--- src/lbps_pkg.sv ---
// shared types and constants for the display bias power sequencer
package lbps_pkg;

	// sequencer states, gray coded along off -> wait -> run
	typedef enum logic [1:0] {
		LBPS_ST_OFF = 2'h0,
		LBPS_ST_WAIT_PG = 2'h1,
		LBPS_ST_RUN = 2'h3
	} lbps_seq_state_t;

	// inputs from pins, comparators and the capacitor delay timers
	typedef struct packed {
		logic buck_rail_enable;      // buck converter and negative pump enable pin
		logic boost_rail_enable;     // boost converter block enable pin
		logic shaping_enable_input;  // gate shaping block enable pin
		logic buck_pgood;            // step-down converter power good
		logic pos_pump_pgood;        // positive charge pump power good
		logic negative_pump_delay_done; // negative pump delay capacitor reached reference
		logic positive_pump_delay_done; // positive pump delay capacitor reached reference
		logic over_temp;             // thermal shutdown comparator
		logic uvlo;                  // input supply below lockout level
	} lbps_sense_t;

	// enables to the converters and controls to the delay timers
	typedef struct packed {
		logic buck_en;
		logic boost_en;
		logic neg_pump_en;           // negative_gate_rail charge pump
		logic pos_pump_en;           // positive_gate_rail charge pump
		logic amp_en;
		logic gate_shaping_en;       // gate_shaping_block
		logic negative_pump_delay_run; // low holds the timer capacitor discharged
		logic positive_pump_delay_run;
	} lbps_enables_t;

	localparam int LBPS_SENSE_W = $bits(lbps_sense_t);

	// values after reset
	localparam lbps_enables_t LBPS_ENABLES_RST = '0;
	localparam lbps_seq_state_t LBPS_ST_RST = LBPS_ST_OFF;
	localparam logic [LBPS_SENSE_W-1:0] LBPS_SYNC_RST = '0;

endpackage

--- src/lbps_sequencer.sv ---
`timescale 1ns/100ps
// Contract
// - buck enable follows buck rail enable level
// - negative pump waits delay from buck pgood
// - boost needs buck pgood and boost enable
// - positive delay expiry enables pump and amplifiers
// - gate shaping needs positive pgood and enable
// - over-temperature shuts down, restarts when cleared
// - undervoltage holds every converter and pump off
// - late boost enable restarts positive delay while the positive pump is still off
module lbps_sequencer (
	// clock and reset
	input wire logic core_clk_i,
	input wire logic rst_i,
	// pins, comparators and delay timer expiry, all asynchronous
	input wire lbps_pkg::lbps_sense_t sense_i,
	// converter enables and delay timer controls
	output lbps_pkg::lbps_enables_t enables_o
);
	import lbps_pkg::*;

	// whole state of the sequencer
	typedef struct packed {
		lbps_seq_state_t fsm;
		logic boost_enable_prev;   // last settled boost enable, for edge detect
		lbps_enables_t en;
	} lbps_core_t;

	localparam lbps_core_t LBPS_CORE_RST = '{
		fsm: LBPS_ST_RST,
		boost_enable_prev: 1'b0,
		en: LBPS_ENABLES_RST
	};

	lbps_core_t q;
	lbps_core_t d;

	logic [LBPS_SENSE_W-1:0] sense_sync;
	lbps_sense_t s;
	logic shutdown;
	logic boost_rise;
	logic pos_restart;

	// every input arrives from analogue comparators or pins: settle it first
	lbps_sync #(
		.W(LBPS_SENSE_W)
	) u_sync (
		.core_clk_i(core_clk_i),
		.rst_i(rst_i),
		.async_i(sense_i),
		.sync_o(sense_sync)
	);

	assign s = lbps_sense_t'(sense_sync);

	// any shutdown cause collapses the whole sequence
	assign shutdown = !s.buck_rail_enable | s.over_temp | s.uvlo;

	// boost enable edge, only meaningful once buck power good has been seen
	assign boost_rise = s.boost_rail_enable & !q.boost_enable_prev;

	// a late boost enable re-times the positive delay, unless the pump already runs
	assign pos_restart = boost_rise & !q.en.pos_pump_en;

	// next state
	always_comb begin
		d = q;
		d.boost_enable_prev = s.boost_rail_enable;
		if (shutdown) begin
			// drop every enable and discharge both timers, so a restart
			// always starts from a clean sequence
			d.fsm = LBPS_ST_OFF;
			d.en = LBPS_ENABLES_RST;
		end else begin
			unique case (q.fsm)
				LBPS_ST_OFF: begin
					// enable high and no fault: start the buck again; this is
					// also the automatic restart after a thermal event
					d.en = LBPS_ENABLES_RST;
					d.en.buck_en = 1'b1;
					d.fsm = LBPS_ST_WAIT_PG;
				end
				LBPS_ST_WAIT_PG: begin
					d.en = LBPS_ENABLES_RST;
					d.en.buck_en = 1'b1;
					if (s.buck_pgood) begin
						// both delays are timed from buck power good
						d.fsm = LBPS_ST_RUN;
						d.en.negative_pump_delay_run = 1'b1;
						d.en.positive_pump_delay_run = 1'b1;
					end
				end
				LBPS_ST_RUN: begin
					d.en.buck_en = 1'b1;
					// buck pgood is latched by being in this state; boost
					// follows its enable level from here on
					d.en.boost_en = s.boost_rail_enable;
					d.en.negative_pump_delay_run = 1'b1;
					// timer expiry only counts while the timer is running
					if (q.en.negative_pump_delay_run && s.negative_pump_delay_done) begin
						d.en.neg_pump_en = 1'b1;
					end
					// one low cycle on the run line discharges the capacitor
					d.en.positive_pump_delay_run = !pos_restart;
					if (q.en.positive_pump_delay_run && s.positive_pump_delay_done &&
						!pos_restart) begin
						d.en.pos_pump_en = 1'b1;
						d.en.amp_en = 1'b1;
					end
					// shaping follows its enable and the pump pgood as levels
					d.en.gate_shaping_en = q.en.pos_pump_en & s.pos_pump_pgood &
						s.shaping_enable_input;
				end
				default: begin
					// unused code: fall back to off, enables cleared
					d.fsm = LBPS_ST_OFF;
					d.en = LBPS_ENABLES_RST;
				end
			endcase
		end
	end

	// state register; reset is the undervoltage lockout release
	always_ff @(posedge core_clk_i) begin
		if (rst_i) begin
			q <= LBPS_CORE_RST;
		end else begin
			q <= d;
		end
	end

	// outputs straight from flip-flops, no glitches toward the power stages
	assign enables_o = q.en;
endmodule

--- src/lbps_sync.sv ---
`timescale 1ns/100ps
// two flip-flop synchroniser for a bundle of asynchronous levels
module lbps_sync #(
	parameter int W = 1
) (
	// clock and reset
	input wire logic core_clk_i,
	input wire logic rst_i,
	// asynchronous levels in, settled levels out
	input wire logic [W-1:0] async_i,
	output logic [W-1:0] sync_o
);
	typedef struct packed {
		logic [W-1:0] meta;
		logic [W-1:0] stable;
	} lbps_sync_state_t;

	lbps_sync_state_t q;
	lbps_sync_state_t d;

	// the first stage feeds only the second, nothing else looks at it
	always_comb begin
		d = q;
		d.meta = async_i;
		d.stable = q.meta;
	end

	always_ff @(posedge core_clk_i) begin
		if (rst_i) begin
			q <= '0;
		end else begin
			q <= d;
		end
	end

	assign sync_o = q.stable;
endmodule

--- config.mk ---
export PLATFORM = sky130hd
export DESIGN_NAME = lbps_sequencer
export DESIGN_NICKNAME = d
export VERILOG_FILES = /design/src/lbps_pkg.sv /design/src/lbps_sequencer.sv /design/src/lbps_sync.sv
export SDC_FILE = /design/constraint.sdc
export NUM_CORES = 1
export LEC_CHECK = 0
export BUFFER_PORTS_ARGS = -buffer_cell sky130_fd_sc_hd__buf_2
export CAP_MARGIN = 20
export CORE_MARGIN = 8
export CORE_UTILIZATION = 45
export CTS_CLUSTER_DIAMETER = 150
export DETAILED_ROUTE_END_ITERATION = 16
export PLACE_DENSITY_LB_ADDON = 0.12
export SLEW_MARGIN = 0
export SYNTH_ARGS = -nofsm -noshare
export SYNTH_HDL_FRONTEND = slang
export SYNTH_SLANG_ARGS = --single-unit
--- constraint.sdc ---
create_clock -name core_clk_i -period 1.14 [get_ports core_clk_i]
set_clock_uncertainty 0.2 [all_clocks]
set_input_delay 0.171 -clock core_clk_i [delete_from_list [all_inputs] [get_ports core_clk_i]]
set_output_delay 0.171 -clock core_clk_i [all_outputs]
set_load 0.02 [all_outputs]
**After elaboration in Yosys (flattened, before gate mapping)**

Index checks and enable logic that the tools add are counted.
W data, S select, Z words.

- Output and inout port bits: 8
- Bits in registers: 29
- Logic and storage cells: 40
- Input bits: 11

- Reductions and logical operators: 10
- Mux-type cells: 6
- Bitwise operators: 7
- Equality and inequality tests: 5

Operators by type and width:

| cell | count |
|---|---|
| $pmux W8 S3 | 1 |
| $mux W2 | 3 |
| $pmux W2 S3 | 1 |
| $and A1 B1 Y1 | 4 |
| $logic_not A1 Y1 | 4 |
| $ne A2 B2 Y1 const B | 2 |
| $logic_and A1 B1 Y1 | 3 |
| $eq A2 B1 Y1 const B | 1 |
| $eq A2 B2 Y1 const B | 1 |
| $logic_not A2 Y1 | 1 |
| $ne A2 B1 Y1 const B | 1 |
| $or A1 B1 Y1 | 2 |
| $reduce_and A2 Y1 | 1 |
| $reduce_or A2 Y1 | 1 |
| $mux W1 | 1 |
| $not A1 Y1 | 1 |

**Longest topological paths before layout**

Gate-level depths: netlist (run 1).

- Depth in word-level cells: 7
- Gate-level depth with buffers: 3
- Mapped depth without buffers: 3

**By module**

A second synthesis (run 1) with hierarchy kept.

- Cells, all modules: 73
- Area, all modules: 872.1 sq um

By module, submodules not included:

| module | cells each | seq. area each (sq um) | area an instance (sq um) | instances |
|---|---|---|---|---|
| lbps_sync | 37 | 360.3 | 489.2 | 1 |
| lbps_sequencer | 36 | 200.2 | 382.9 | 1 |

**Worst setup path before layout (run 1)**

No wires, ideal clock.

- Path type: flip-flop to flip-flop
- Start: reg u_sync.q, in the netlist u_sync.sync_o[1]
- End: reg q, in the netlist enables_o[0]
- Path slack: -74 ps
- Path buffers: 0
- Data arrival time: 957 ps
- Data required time: 883 ps
- Library setup time: 57 ps
- Period minus slack after synthesis: 1,214 ps
- Cell stages (with the launch flop): 4
- Cell sequence: dfxtp_1 -> nor4b_4 -> o211a_1 -> o31a_2

- Cells in the longest elaborated chain, start to end: 3

Ends and longest elaborated chain:

| item | RTL line | source |
|---|---|---|
| from (decl) | lbps_sync.sv:18 | `lbps_sync_state_t q;` |
| from (signal assigned) | lbps_sync.sv:30 | `q <= '0;` |
| from (signal assigned) | lbps_sync.sv:32 | `q <= d;` |
| $or A1 B1 Y1 (2 in a row) | lbps_sequencer.sv:57 | `assign shutdown = !s.buck_rail_enable \| s.over_temp \| s.uvlo;` |
| $reduce_or A2 Y1 (no line) | n/a |  |
| to (signal assigned) | lbps_sequencer.sv:126 | `q <= LBPS_CORE_RST;` |
| to (signal assigned) | lbps_sequencer.sv:128 | `q <= d;` |
| to (decl) | lbps_sequencer.sv:35 | `lbps_core_t q;` |

No other way between the ends.
A chain may end at the register's enable or synchronous reset.

**Worst setup path in the final report (run 1)**

- Start: reg u_sync.q, in the netlist u_sync.sync_o[0]
- End: reg q, in the netlist enables_o[0]

- Cells in the longest elaborated chain, start to end: 2

Ends and longest elaborated chain:

| item | RTL line |
|---|---|
| $or A1 B1 Y1 | lbps_sequencer.sv:57 |
| $reduce_or A2 Y1 (no line) | n/a |

No other way between the ends.

==> run summary, run 1 <==
The count of input and output buffers is 18. Of the total synthesized cell area, the portion taken by full adders, half adders and majority gates is 0. The cell count after synthesis came out at between 70 and 80. The xor and xnor area share after synthesis is 0. After synthesis, the largest family of logic cells by area is simple AND/OR/NAND/NOR gates. The number of instances on the worst hold path is 4. The number of buffers added by the clock tree synthesis step is 3. The root buffer selected by CTS is clkbuf_4. The routed wire length per instance came out at around 8.8 um. After detailed placement, the total cell area comes to ~940 sq um. The pre-CTS setup slack is -0.0726 ns. The starting density of the core is 0.459. The critical path is of the reg2reg type. The maximum number of buffers from clock root to sink is 2. The library cell used most frequently in the layout, excluding fill and tap cells, is dfxtp_1.

The mapped cell area is a little under 900 sq um. The floorplan row count is 16. The fraction of layout cells with a size suffix above 1 is 0.364. The mean instance size in the synthesized netlist came out at about 12 sq um. The startpoint type of the worst setup path is a flip-flop. For this run, design rule violations remaining after detail routing come to 0. The placeable core region came out at approximately 0.0019 sq mm. The remaining antenna violation count after routing is 0.

The min-delay analysis places its worst path in the category in2reg. The pin count of the biggest net entering global routing came out at 20. The slowest stage of the critical path belongs to the cell dfxtp_2. The routed metal-1 wirelength is between 500 and 600 um. In the global route stage, overall resource usage came out at 0.0718. The via density per instance came out at between 3 and 4.

The final reports fail on setup timing. In the final design database the tool counted between 100 and 150 nets. The minimum period implied by the final worst setup slack is about 1.2 ns.

The antenna cell count is 0. The first-pass GRT wire length came out at between 1500 and 2000 um. The number of hold-slack violations in the final timing report is 0.

The peak fanout along the critical path is 3. In the layout the commonest cells are 20 x dfxtp_1, 18 x nor2b_1, 10 x buf_2. The number of violations of the max-capacitance limit came out at 0. The multiplexer share of the synthesized area is 0. Setup slack on the critical path of the routed design comes to -0.104 ns. The Yosys warning count is 0. From bottom edge to top edge, the die measures between 50 and 60 um.

The cell area after layout is approximately 0.0011 sq mm. 19 I/O pins were placed. Of the total synthesized cell area, the portion taken by AND, OR, NAND and NOR gates is 0.198. STA classifies the critical path endpoint as a flip-flop.

The net count after synthesis came out at between 80 and 90. The share of the Yosys chip area taken by registers is 0.648. The max-slew violation total from the final report came out at 0.

The remaining global-route overflow is 0. The synthesized-area fraction occupied by ao, oa, aoi and oai cells came to 0.0651. At the pin with the least slew margin, the transition time is about 0.25 ns. Traced cell by cell, the critical path runs through nor4b_4 > o211a_1 > o31a_2. The number of setup violations in the final report is 14. For this run, the detailed router's first-pass iteration total came to 3. In this run the number of H-tree levels came out at 1. The worst max-slew margin expressed relative to the limit came out at 0.835.

The first-iteration detailed-routing DRC count came out at 1. The run finished, with violations left. Static timing analysis puts the maximum clock frequency at 0.804 GHz.

The final estimated routing congestion in global placement is a little under 0.8. At the worst endpoint, the arrival time is roughly 1.3 ns. The clock transition time at the flip-flop clock pins of the worst setup and hold paths came out at roughly 0.13 ns. The leakage component of the power is between 0.0004 and 0.0005 uW.

The routed wire length on met3 came out at roughly 85 um. The number of global-route vias before repair is roughly 440. The flip-flop and latch count after synthesis is 28. The latest clock arrival within the worst-skew pair came out at roughly 0.31 ns. The total die area is 0.00358 sq mm. The ratio of total power to cell area is between 1000 and 1500 mW/mm^2. The worst-case reg-to-reg path depth came out at 3. The chip width came out at ~60 um.

The required time of the worst setup path is between 1 and 1.5 ns. The post-route clock period utilization came out at 1.09. The number of filler cells placed in the layout came out at approximately 170. The post-synthesis to final-layout area growth is 30.7%. TritonCTS built the clock tree. The total via count in the routed design came out at 495. The worst-case IR drop observed on VDD is 716 uV. The met2 wire length came out at between 400 and 500 um. The clock net in this run drives a total of 28 sinks. The detailed-placement wirelength estimate is between 700 and 800 um. The initial antenna violation count was 0. Setup repair after global routing could not meet its margin everywhere. The final routed wirelength across all metal layers is about 1100 um. After detailed routing, no signal wire sits above met4. After synthesis, the netlist uses 15 different library cells.

The largest stage delay on the critical path is approximately 0.35 ns.
## routing by layer
metal | vias up | track usage
li1 | 276 | -
met1 | 197 | 0.0772
met2 | 17 | 0.100
met3 | 5 | 0.0323
met4 | 0 | 0.0714
met5 | - | 0
## cells by family (layout without fill, tap and decap cells)
kind of cell | after synthesis | after routing
compound gates | 7 | 7
buf+inv | 12 | 37
flops | 28 | 28
simple gates | 27 | 27
## power breakdown
part	switching, uW	internal, uW
Combinational	26.0	55.9
Sequential	9.14	1010
Clock	245	123
Total	280	1190
## worst paths after layout
path / startpoint / endpoint / slack, ns
setup / recovery: u_sync.sync_o[0]$_SDFF_PP0_ / enables_o[0]$_SDFF_PP0_ / -0.10
hold / removal: rst_i / enables_o[6]$_SDFF_PP0_ / 0.04
setup reg to reg: u_sync.sync_o[0]$_SDFF_PP0_ / enables_o[0]$_SDFF_PP0_ / -0.10
hold reg to reg: u_sync.sync_o[4]$_SDFF_PP0_ / enables_o[2]$_SDFF_PP0_ / 0.24
## state kept, by name, indices dropped and copies added (netlist names)
register / count
q: 3
enables_o: 7
u_sync.d: 9
u_sync.sync_o: 9
## area by class of cell
cell class	count	area, sq um	area share
Clock buffer	3	22.5	0.0199
Inverter	2	7.51	0.00664
Multi-Input combinational cell	34	228	0.202
Sequential cell	28	571	0.505
Tap cell	27	33.8	0.0299
Timing Repair Buffer	32	268	0.237
## through the flow
step                      setup TNS, ns  total power, uW  hold slack (ns)  utilization  std cells
final                            -0.639             1470           0.0427        0.600        126
after global routing              -1.67             1560           0.0378        0.600        126
after CTS                        -0.762             1500          -0.0301        0.596        125
after detailed placement         -0.339             1100            0.183        0.497        111
after global placement           -0.273             1100            0.179        0.497        111
after floorplan                  -0.153             1080           0.0992            -         74
## cell usage after synthesis
library cell,number,area share
a21oi_1,1,0.0058
a31oi_1,1,0.0072
buf_2,1,0.0058
buf_4,8,0.069
clkbuf_1,1,0.0043
dfxtp_1,28,0.65
inv_1,2,0.0087
nand2b_1,1,0.0072
nand3_1,2,0.012
nor2_1,5,0.022
nor2b_1,18,0.13
nor4b_4,1,0.027
o211a_1,2,0.023
o21a_1,2,0.017
o31a_2,1,0.012
## worst max-delay path, delay by kind of cell (launching register included)
family,cells,cell delay [ns]
and+or+nand+nor,1,0.29
DFF,1,0.35
AOI/OAI and AO/OA,2,0.36
## timing repair
| action | CTS | global route |
|---|---|---|
| hold buffers | 9 | 0 |
| gates resized for setup | 22 | 1 |
| hold endpoints to repair | 10 | 0 |
| pin swaps | 0 | 1 |
| setup endpoints to repair | 16 | 17 |
| buffers inserted | 2 | 1 |
Power figures use the tool's default switching activity.
==> run 2, diff against run 1 <==
Settings changed: REMOVE_ABC_BUFFERS set to 1.
==> run summary, run 2 (synthesis gave the netlist of run 1 again) <==
The total overflow left after global routing is 0. In this run the remaining antenna-violating nets after routing total 0. The flow ran to the end, but the final reports show violations. The portion of total power attributed to the clock network came out at 0.289. Compared with the post-synthesis result, the final layout area differs by 30.5%. No sink is reached through more buffers than the 2 on the longest clock path. In this run the standard cell core region covers between 0.0015 and 0.002 sq mm. The number of top-level pins is 19. The root buffer selected by CTS is clkbuf_4.

The first-iteration detailed-routing DRC count came out at 1. From left edge to right edge, the die measures ~60 um. The max-slew violation total from the final report is 0. The required time of the worst setup path is between 1 and 1.5 ns.

The minimum period implied by the final worst setup slack came out at 1.22 ns. The final reports fail on hold timing, setup timing. The initial antenna violation count came out at 0.

Among all stages on the critical path, the largest delay is contributed by dfxtp_2. The total number of clock tree sinks is 28. Leaving out fill and tap cells, the most frequent cell in the layout is dfxtp_1.

In the final layout, the share of cells above drive strength 1 is 0.357. The final route contains between 400 and 500 vias. Summed over all nets, the switching power comes to between 200 and 300 uW. The first-pass GRT wire length came out at just under 2000 um. The top cell types in the final layout, fill and taps aside, are 20 x dfxtp_1, 18 x nor2b_1, 10 x buf_2. The starting density of the core came out at 0.459.

The final routed DRC violation total is 0. The sequential share of power came out at 0.658. The clock tree from TritonCTS is done. The leakage component of the power is 0.000491 uW. STA classifies the critical path startpoint as a flip-flop. The total power consumption of the routed design came out at 1550 uW. Setup repair after global routing could not meet its margin everywhere.

The register area is between 500 and 600 sq um. The part of the total power dissipated in combinational logic came out at 0.053. Clock tree synthesis inserted a total of 3 buffers.

The detailed-routing iteration count for the pre-antenna-repair pass came out at 4. The number of global-route vias before repair came out at about 490. The detailed-placement wirelength estimate is around 810 um. The total die area came out at 0.00358 sq mm. Setup slack on the critical path of the routed design comes to -0.0844 ns. Of all nets on the critical path, the largest fanout is 4.

Internal power comes to 1260 uW. 0 antenna diodes ended up in the layout. Headroom to the max-slew limit came out at 0.821.

The data arrival time of the critical path came out at 1.29 ns. The post-route clock period utilization is 1.07. Of the total power, the share spent switching nets is 0.186. Setup violations remaining at the end of the flow were counted as 14. The min-delay analysis places its worst path in the category in2reg. The worst hold margin came out at -0.0347 ns.

In this run the core area contains 16 standard-cell rows. The worst setup path is captured at a flip-flop. The clock transition time at the flip-flop clock pins of the worst setup and hold paths came out at roughly 0.13 ns. The number of filler cells placed in the layout came out at between 150 and 200. In the global route stage, overall resource usage came out at 0.0740. Entering global routing, the biggest net connects 20 pins. The area of the multi-input gates is 228 sq um. The count of input and output buffers is 18. The maximum frequency from static timing analysis came out at ~0.8 GHz. Wires add up to roughly 1100 um. The slew at the pin closest to its max-slew limit came out at ~0.27 ns. The routed wire length per instance is between 9 and 10 um. The ratio of total power to cell area is about 1400 mW/mm^2.

By startpoint and endpoint, the worst setup path is classified as reg2reg. The peak ir drop on the vdd network came out at around 790 uV. The final estimated routing congestion in global placement came out at roughly 0.7. Clock latency on the worst-skew pair, taken at its later pin, is 0.31 ns. The level count of the clock H-tree is 1.

The number of hold-slack violations in the final timing report is 2. The height of the die came out at 59.8 um. The number of violations of the max-capacitance limit came out at 0. The net count of the finished layout is 110. Dividing the detail-routed via count by the number of cells gives approximately 4.0. For this design, the CTS-stage hold fixing added 9 buffers. The largest stage delay on the critical path is ~0.35 ns. Traced cell by cell, the critical path runs through nor4b_4 > o211a_1 > o31a_2.
-- run 2: timing repair --
| item | CTS | global route |
|---|---|---|
| pin swaps | 2 | 0 |
| hold endpoints to repair | 11 | 2 |
| setup buffers | 1 | 0 |
| gates cloned | 0 | 0 |
| resized for setup | 22 | 2 |
| setup endpoints to repair | 16 | 16 |
-- run 2: power by group through the flow --
stage	Combinational (uW)	Sequential (uW)	Clock, uW
after global placement	57.9	1040	0
after global routing	90.3	1020	526
after floorplan	25.7	1040	0
after detailed placement	58.6	1040	0
final	82.1	1020	447
after CTS	82.9	1020	468
-- run 2: area by class of cell --
class,count,area share
sequential,28,0.506
clock buffer,4,0.0322
multi-input combinational,34,0.202
inverter,2,0.00665
timing repair buffer,30,0.224
tap,27,0.0299
-- run 2: worst paths after layout --
path                               start                          end  slack, ns  cells after the start
max          u_sync.sync_o[0]$_SDFF_PP0_      enables_o[0]$_SDFF_PP0_      -0.08                      3
min                                rst_i            q[9]$_SDFFE_PP0P_      -0.03                      3
max reg2reg  u_sync.sync_o[0]$_SDFF_PP0_      enables_o[0]$_SDFF_PP0_      -0.08                      3
min reg2reg       u_sync.d[5]$_SDFF_PP0_  u_sync.sync_o[5]$_SDFF_PP0_       0.25                      1
-- run 2: routing by layer --
| layer | up-vias | wire (um) | track usage |
|---|---|---|---|
| li1 | 274 | - | - |
| met1 | 206 | 490 | 0.0746 |
| met2 | 12 | 529 | 0.118 |
| met3 | 2 | 96 | 0.0280 |
| met4 | 0 | 12 | 0.0612 |
| met5 | - | 0 | 0 |
-- run 2: critical path: cells and delay by family (launching register included) --
family	cells	cell delay [ns]
flops	1	0.35
compound gates	2	0.34
simple gates	1	0.31
-- run 2: through the flow --
stage	instances	cell area (sq um)	setup slack, ns	utilization	TNS, ns
floorplan	64	796	-0.0750	-	-0.219
global placement	111	935	-0.0736	0.497	-0.385
detailed placement	111	935	-0.0995	0.497	-0.470
CTS	125	1120	-0.101	0.597	-0.833
global route	125	1130	-0.168	0.600	-1.60
finish	125	1130	-0.0844	0.600	-0.574
==> run 3, diff against run 2 <==
--- a/config.mk
+++ b/config.mk
@@ -9,5 +9,5 @@
 export CAP_MARGIN = 20
 export CORE_MARGIN = 8
-export CORE_UTILIZATION = 45
+export CORE_UTILIZATION = 53
 export CTS_CLUSTER_DIAMETER = 150
 export DETAILED_ROUTE_END_ITERATION = 16
==> constraint.sdc (replaced) <==
create_clock -name core_clk_i -period 1.5 [get_ports core_clk_i]
set_clock_uncertainty 0.2 [all_clocks]
set_input_delay 0.3 -clock core_clk_i [delete_from_list [all_inputs] [get_ports core_clk_i]]
set_output_delay 0.3 -clock core_clk_i [all_outputs]
set_load 0.02 [all_outputs]
==> run summary, run 3 (synthesis gave the netlist of run 1 again) <==
For this run, the slowest stage of the critical path takes between 0.4 and 0.5 ns. The total via count in the routed design is approximately 520. Port buffering added 18 buffers. The number of global-route vias before repair is ~530. The worst setup path is captured at an output pin. Of the total power, the share spent switching nets is 0.197. The detailed-routing iteration count for the pre-antenna-repair pass is 1. The highest layer touched by signal routing is met4. Across all hold checks on the routed design, the worst slack comes to around 0.073 ns. The final routed DRC violation total came out at 0. The data arrival time of the critical path is around 0.91 ns. Along the worst path, the maximum fanout reaches 5.

The latest clock arrival within the worst-skew pair is roughly 0.32 ns. Leaving out fill and tap cells, the most frequent cell in the layout is dfxtp_1. The final-layout setup total negative slack is 0 ns. The leakage component of the power is between 0.0004 and 0.0005 uW. After the last flow step, the layout net total stands at ~110. The initial antenna violation count came out at 0. The height of the die is ~56 um. Setup repair after global routing left no endpoint under its margin. The number of top-level pins is 19. The sequential share of power came out at 0.651.

The root buffer cell chosen for the clock tree is clkbuf_4. The peak ir drop on the vdd network came out at roughly 690 uV. The die covers ~0.0032 sq mm. The max-slew violation total from the final report is 0. The part of the total power dissipated in combinational logic came out at 0.052. In the final layout, the share of cells above drive strength 1 is 0.260. The clock net in this run drives a total of 28 sinks. The first global-routing pass estimated ~2300 um of wire. The maximum number of buffers from clock root to sink is 2.

For this block, the initial DRC count from the detailed router was 0. Among cell families on the critical path, the largest total delay comes from flip-flops. The slew at the pin closest to its max-slew limit is 0.323 ns. The final routed wirelength across all metal layers is between 1000 and 1500 um.

The number of setup violations in the final report came out at 0. The startpoint type of the worst setup path is a flip-flop. Compared with the post-synthesis result, the final layout area differs by 20.3%.

The routed metal-1 wirelength came out at roughly 540 um. The chip width is between 50 and 60 um. The total internal power is ~960 uW. 0 antenna diodes ended up in the layout. The pin count of the biggest net entering global routing is 20. The run finished with clean final reports. The worst hold-check path type is in2reg.

The utilization after layout is 0.682. The routed wire length per instance is 11.2 um. The class of the most critical setup path is reg2out. On the critical path, the stage with the largest delay is an instance of dfxtp_1. The maximum frequency from static timing analysis is between 0.7 and 0.8 GHz. Buffers inserted during clock tree synthesis total 3. The routed wire length on met3 is 124 um.

The level count of the clock H-tree came out at 1. The total routing usage reported by global routing came out at 0.0900. The via density per instance came out at about 4.6. Post-CTS timing repair inserted 0 buffers for setup.

The number of hold-slack violations in the final timing report is 0. Clock-pin slew was measured on the worst setup and hold paths at about 0.14 ns. The placeable core region came out at 0.00152 sq mm.

After floorplanning, the core was divided into 14 placement rows. The count of non-filler cells in the finished layout is 112. The post-route clock period utilization is 0.943. For the worst setup path, the data required time is 1.00 ns. The minimum period implied by the final worst setup slack came out at ~1.4 ns. The remaining antenna violation count after routing came out at 0.

The ratio of total power to cell area came out at roughly 1100 mW/mm^2. TritonCTS built the clock tree. The tool flagged a number of max-cap violations equal to 0. The analysis attributes to net switching a power of 234 uW. The starting density of the core is 0.567. The met2 wire length is ~560 um. Summed over all layers, the global routing overflow is 0. The total placed cells including tap cells is between 90 and 100. Leaving out fill and tap cells, the most frequent cells in the layout are 28 x dfxtp_1, 18 x nor2b_1, 18 x buf_2. The critical path goes through buf_2. The total buffers and inverters traversed by the critical path is 1.

The final estimated routing congestion in global placement came out at about 0.70. Measured against its own limit, the worst slew margin works out to 0.784. The portion of total power attributed to the clock network is 0.297.
-- run 3: changes by cell type in the layout (fill, tap and decap cells not counted) --
cell / previous run / this run
buf_2: 10 / 18
buf_4: 3 / 1
buf_6: 8 / 0
dfxtp_2: 8 / 0
dfxtp_1: 20 / 28
-- run 3: area by class of cell --
cell class | count | area (sq um)
flip-flops and latches | 28 | 561
fillers | 122 | 484
multi-input cells | 34 | 228
repair buffers | 28 | 188
clock buffers | 4 | 36.3
well taps | 16 | 20.0
inverters | 2 | 7.51
-- run 3: repair_timing --
item / CTS / global route
resized for setup: 0 / 0
hold endpoints to repair: 9 / 0
hold buffers: 9 / 0
-- run 3: worst paths after layout --
path / from / end / slack, ns / cells after the start
max: enables_o[4]$_SDFFE_PP0P_ / enables_o[4] / 0.09 / 1
min: rst_i / q[9]$_SDFFE_PP0P_ / 0.07 / 3
max reg2reg: u_sync.sync_o[1]$_SDFF_PP0_ / enables_o[0]$_SDFF_PP0_ / 0.18 / 3
min reg2reg: u_sync.d[6]$_SDFF_PP0_ / u_sync.sync_o[6]$_SDFF_PP0_ / 0.25 / 1
-- run 3: power groups by stage --
| stage | Clock (uW) | Combinational, uW | Sequential [uW] |
|---|---|---|---|
| floorplan | 0 | 19.5 | 791 |
| CTS | 363 | 61.9 | 776 |
| detailed placement | 0 | 44.2 | 792 |
| finish | 354 | 62.0 | 776 |
| global placement | 0 | 43.2 | 792 |
| global route | 398 | 69.3 | 779 |
-- run 3: layer usage --
layer	vias up	global-route usage
met5	-	0
met4	0	0.0619
met3	3	0.0517
met2	19	0.144
met1	224	0.0850
li1	270	-
-- run 3: metrics by stage --
stage	worst slack (ns)	cell area, sq um	power [uW]
after floorplan	0.285	796	811
after global placement	0.183	913	835
after detailed placement	0.142	913	836
after CTS	0.0656	1040	1200
after global routing	0.0130	1040	1250
final	0.0854	1040	1190
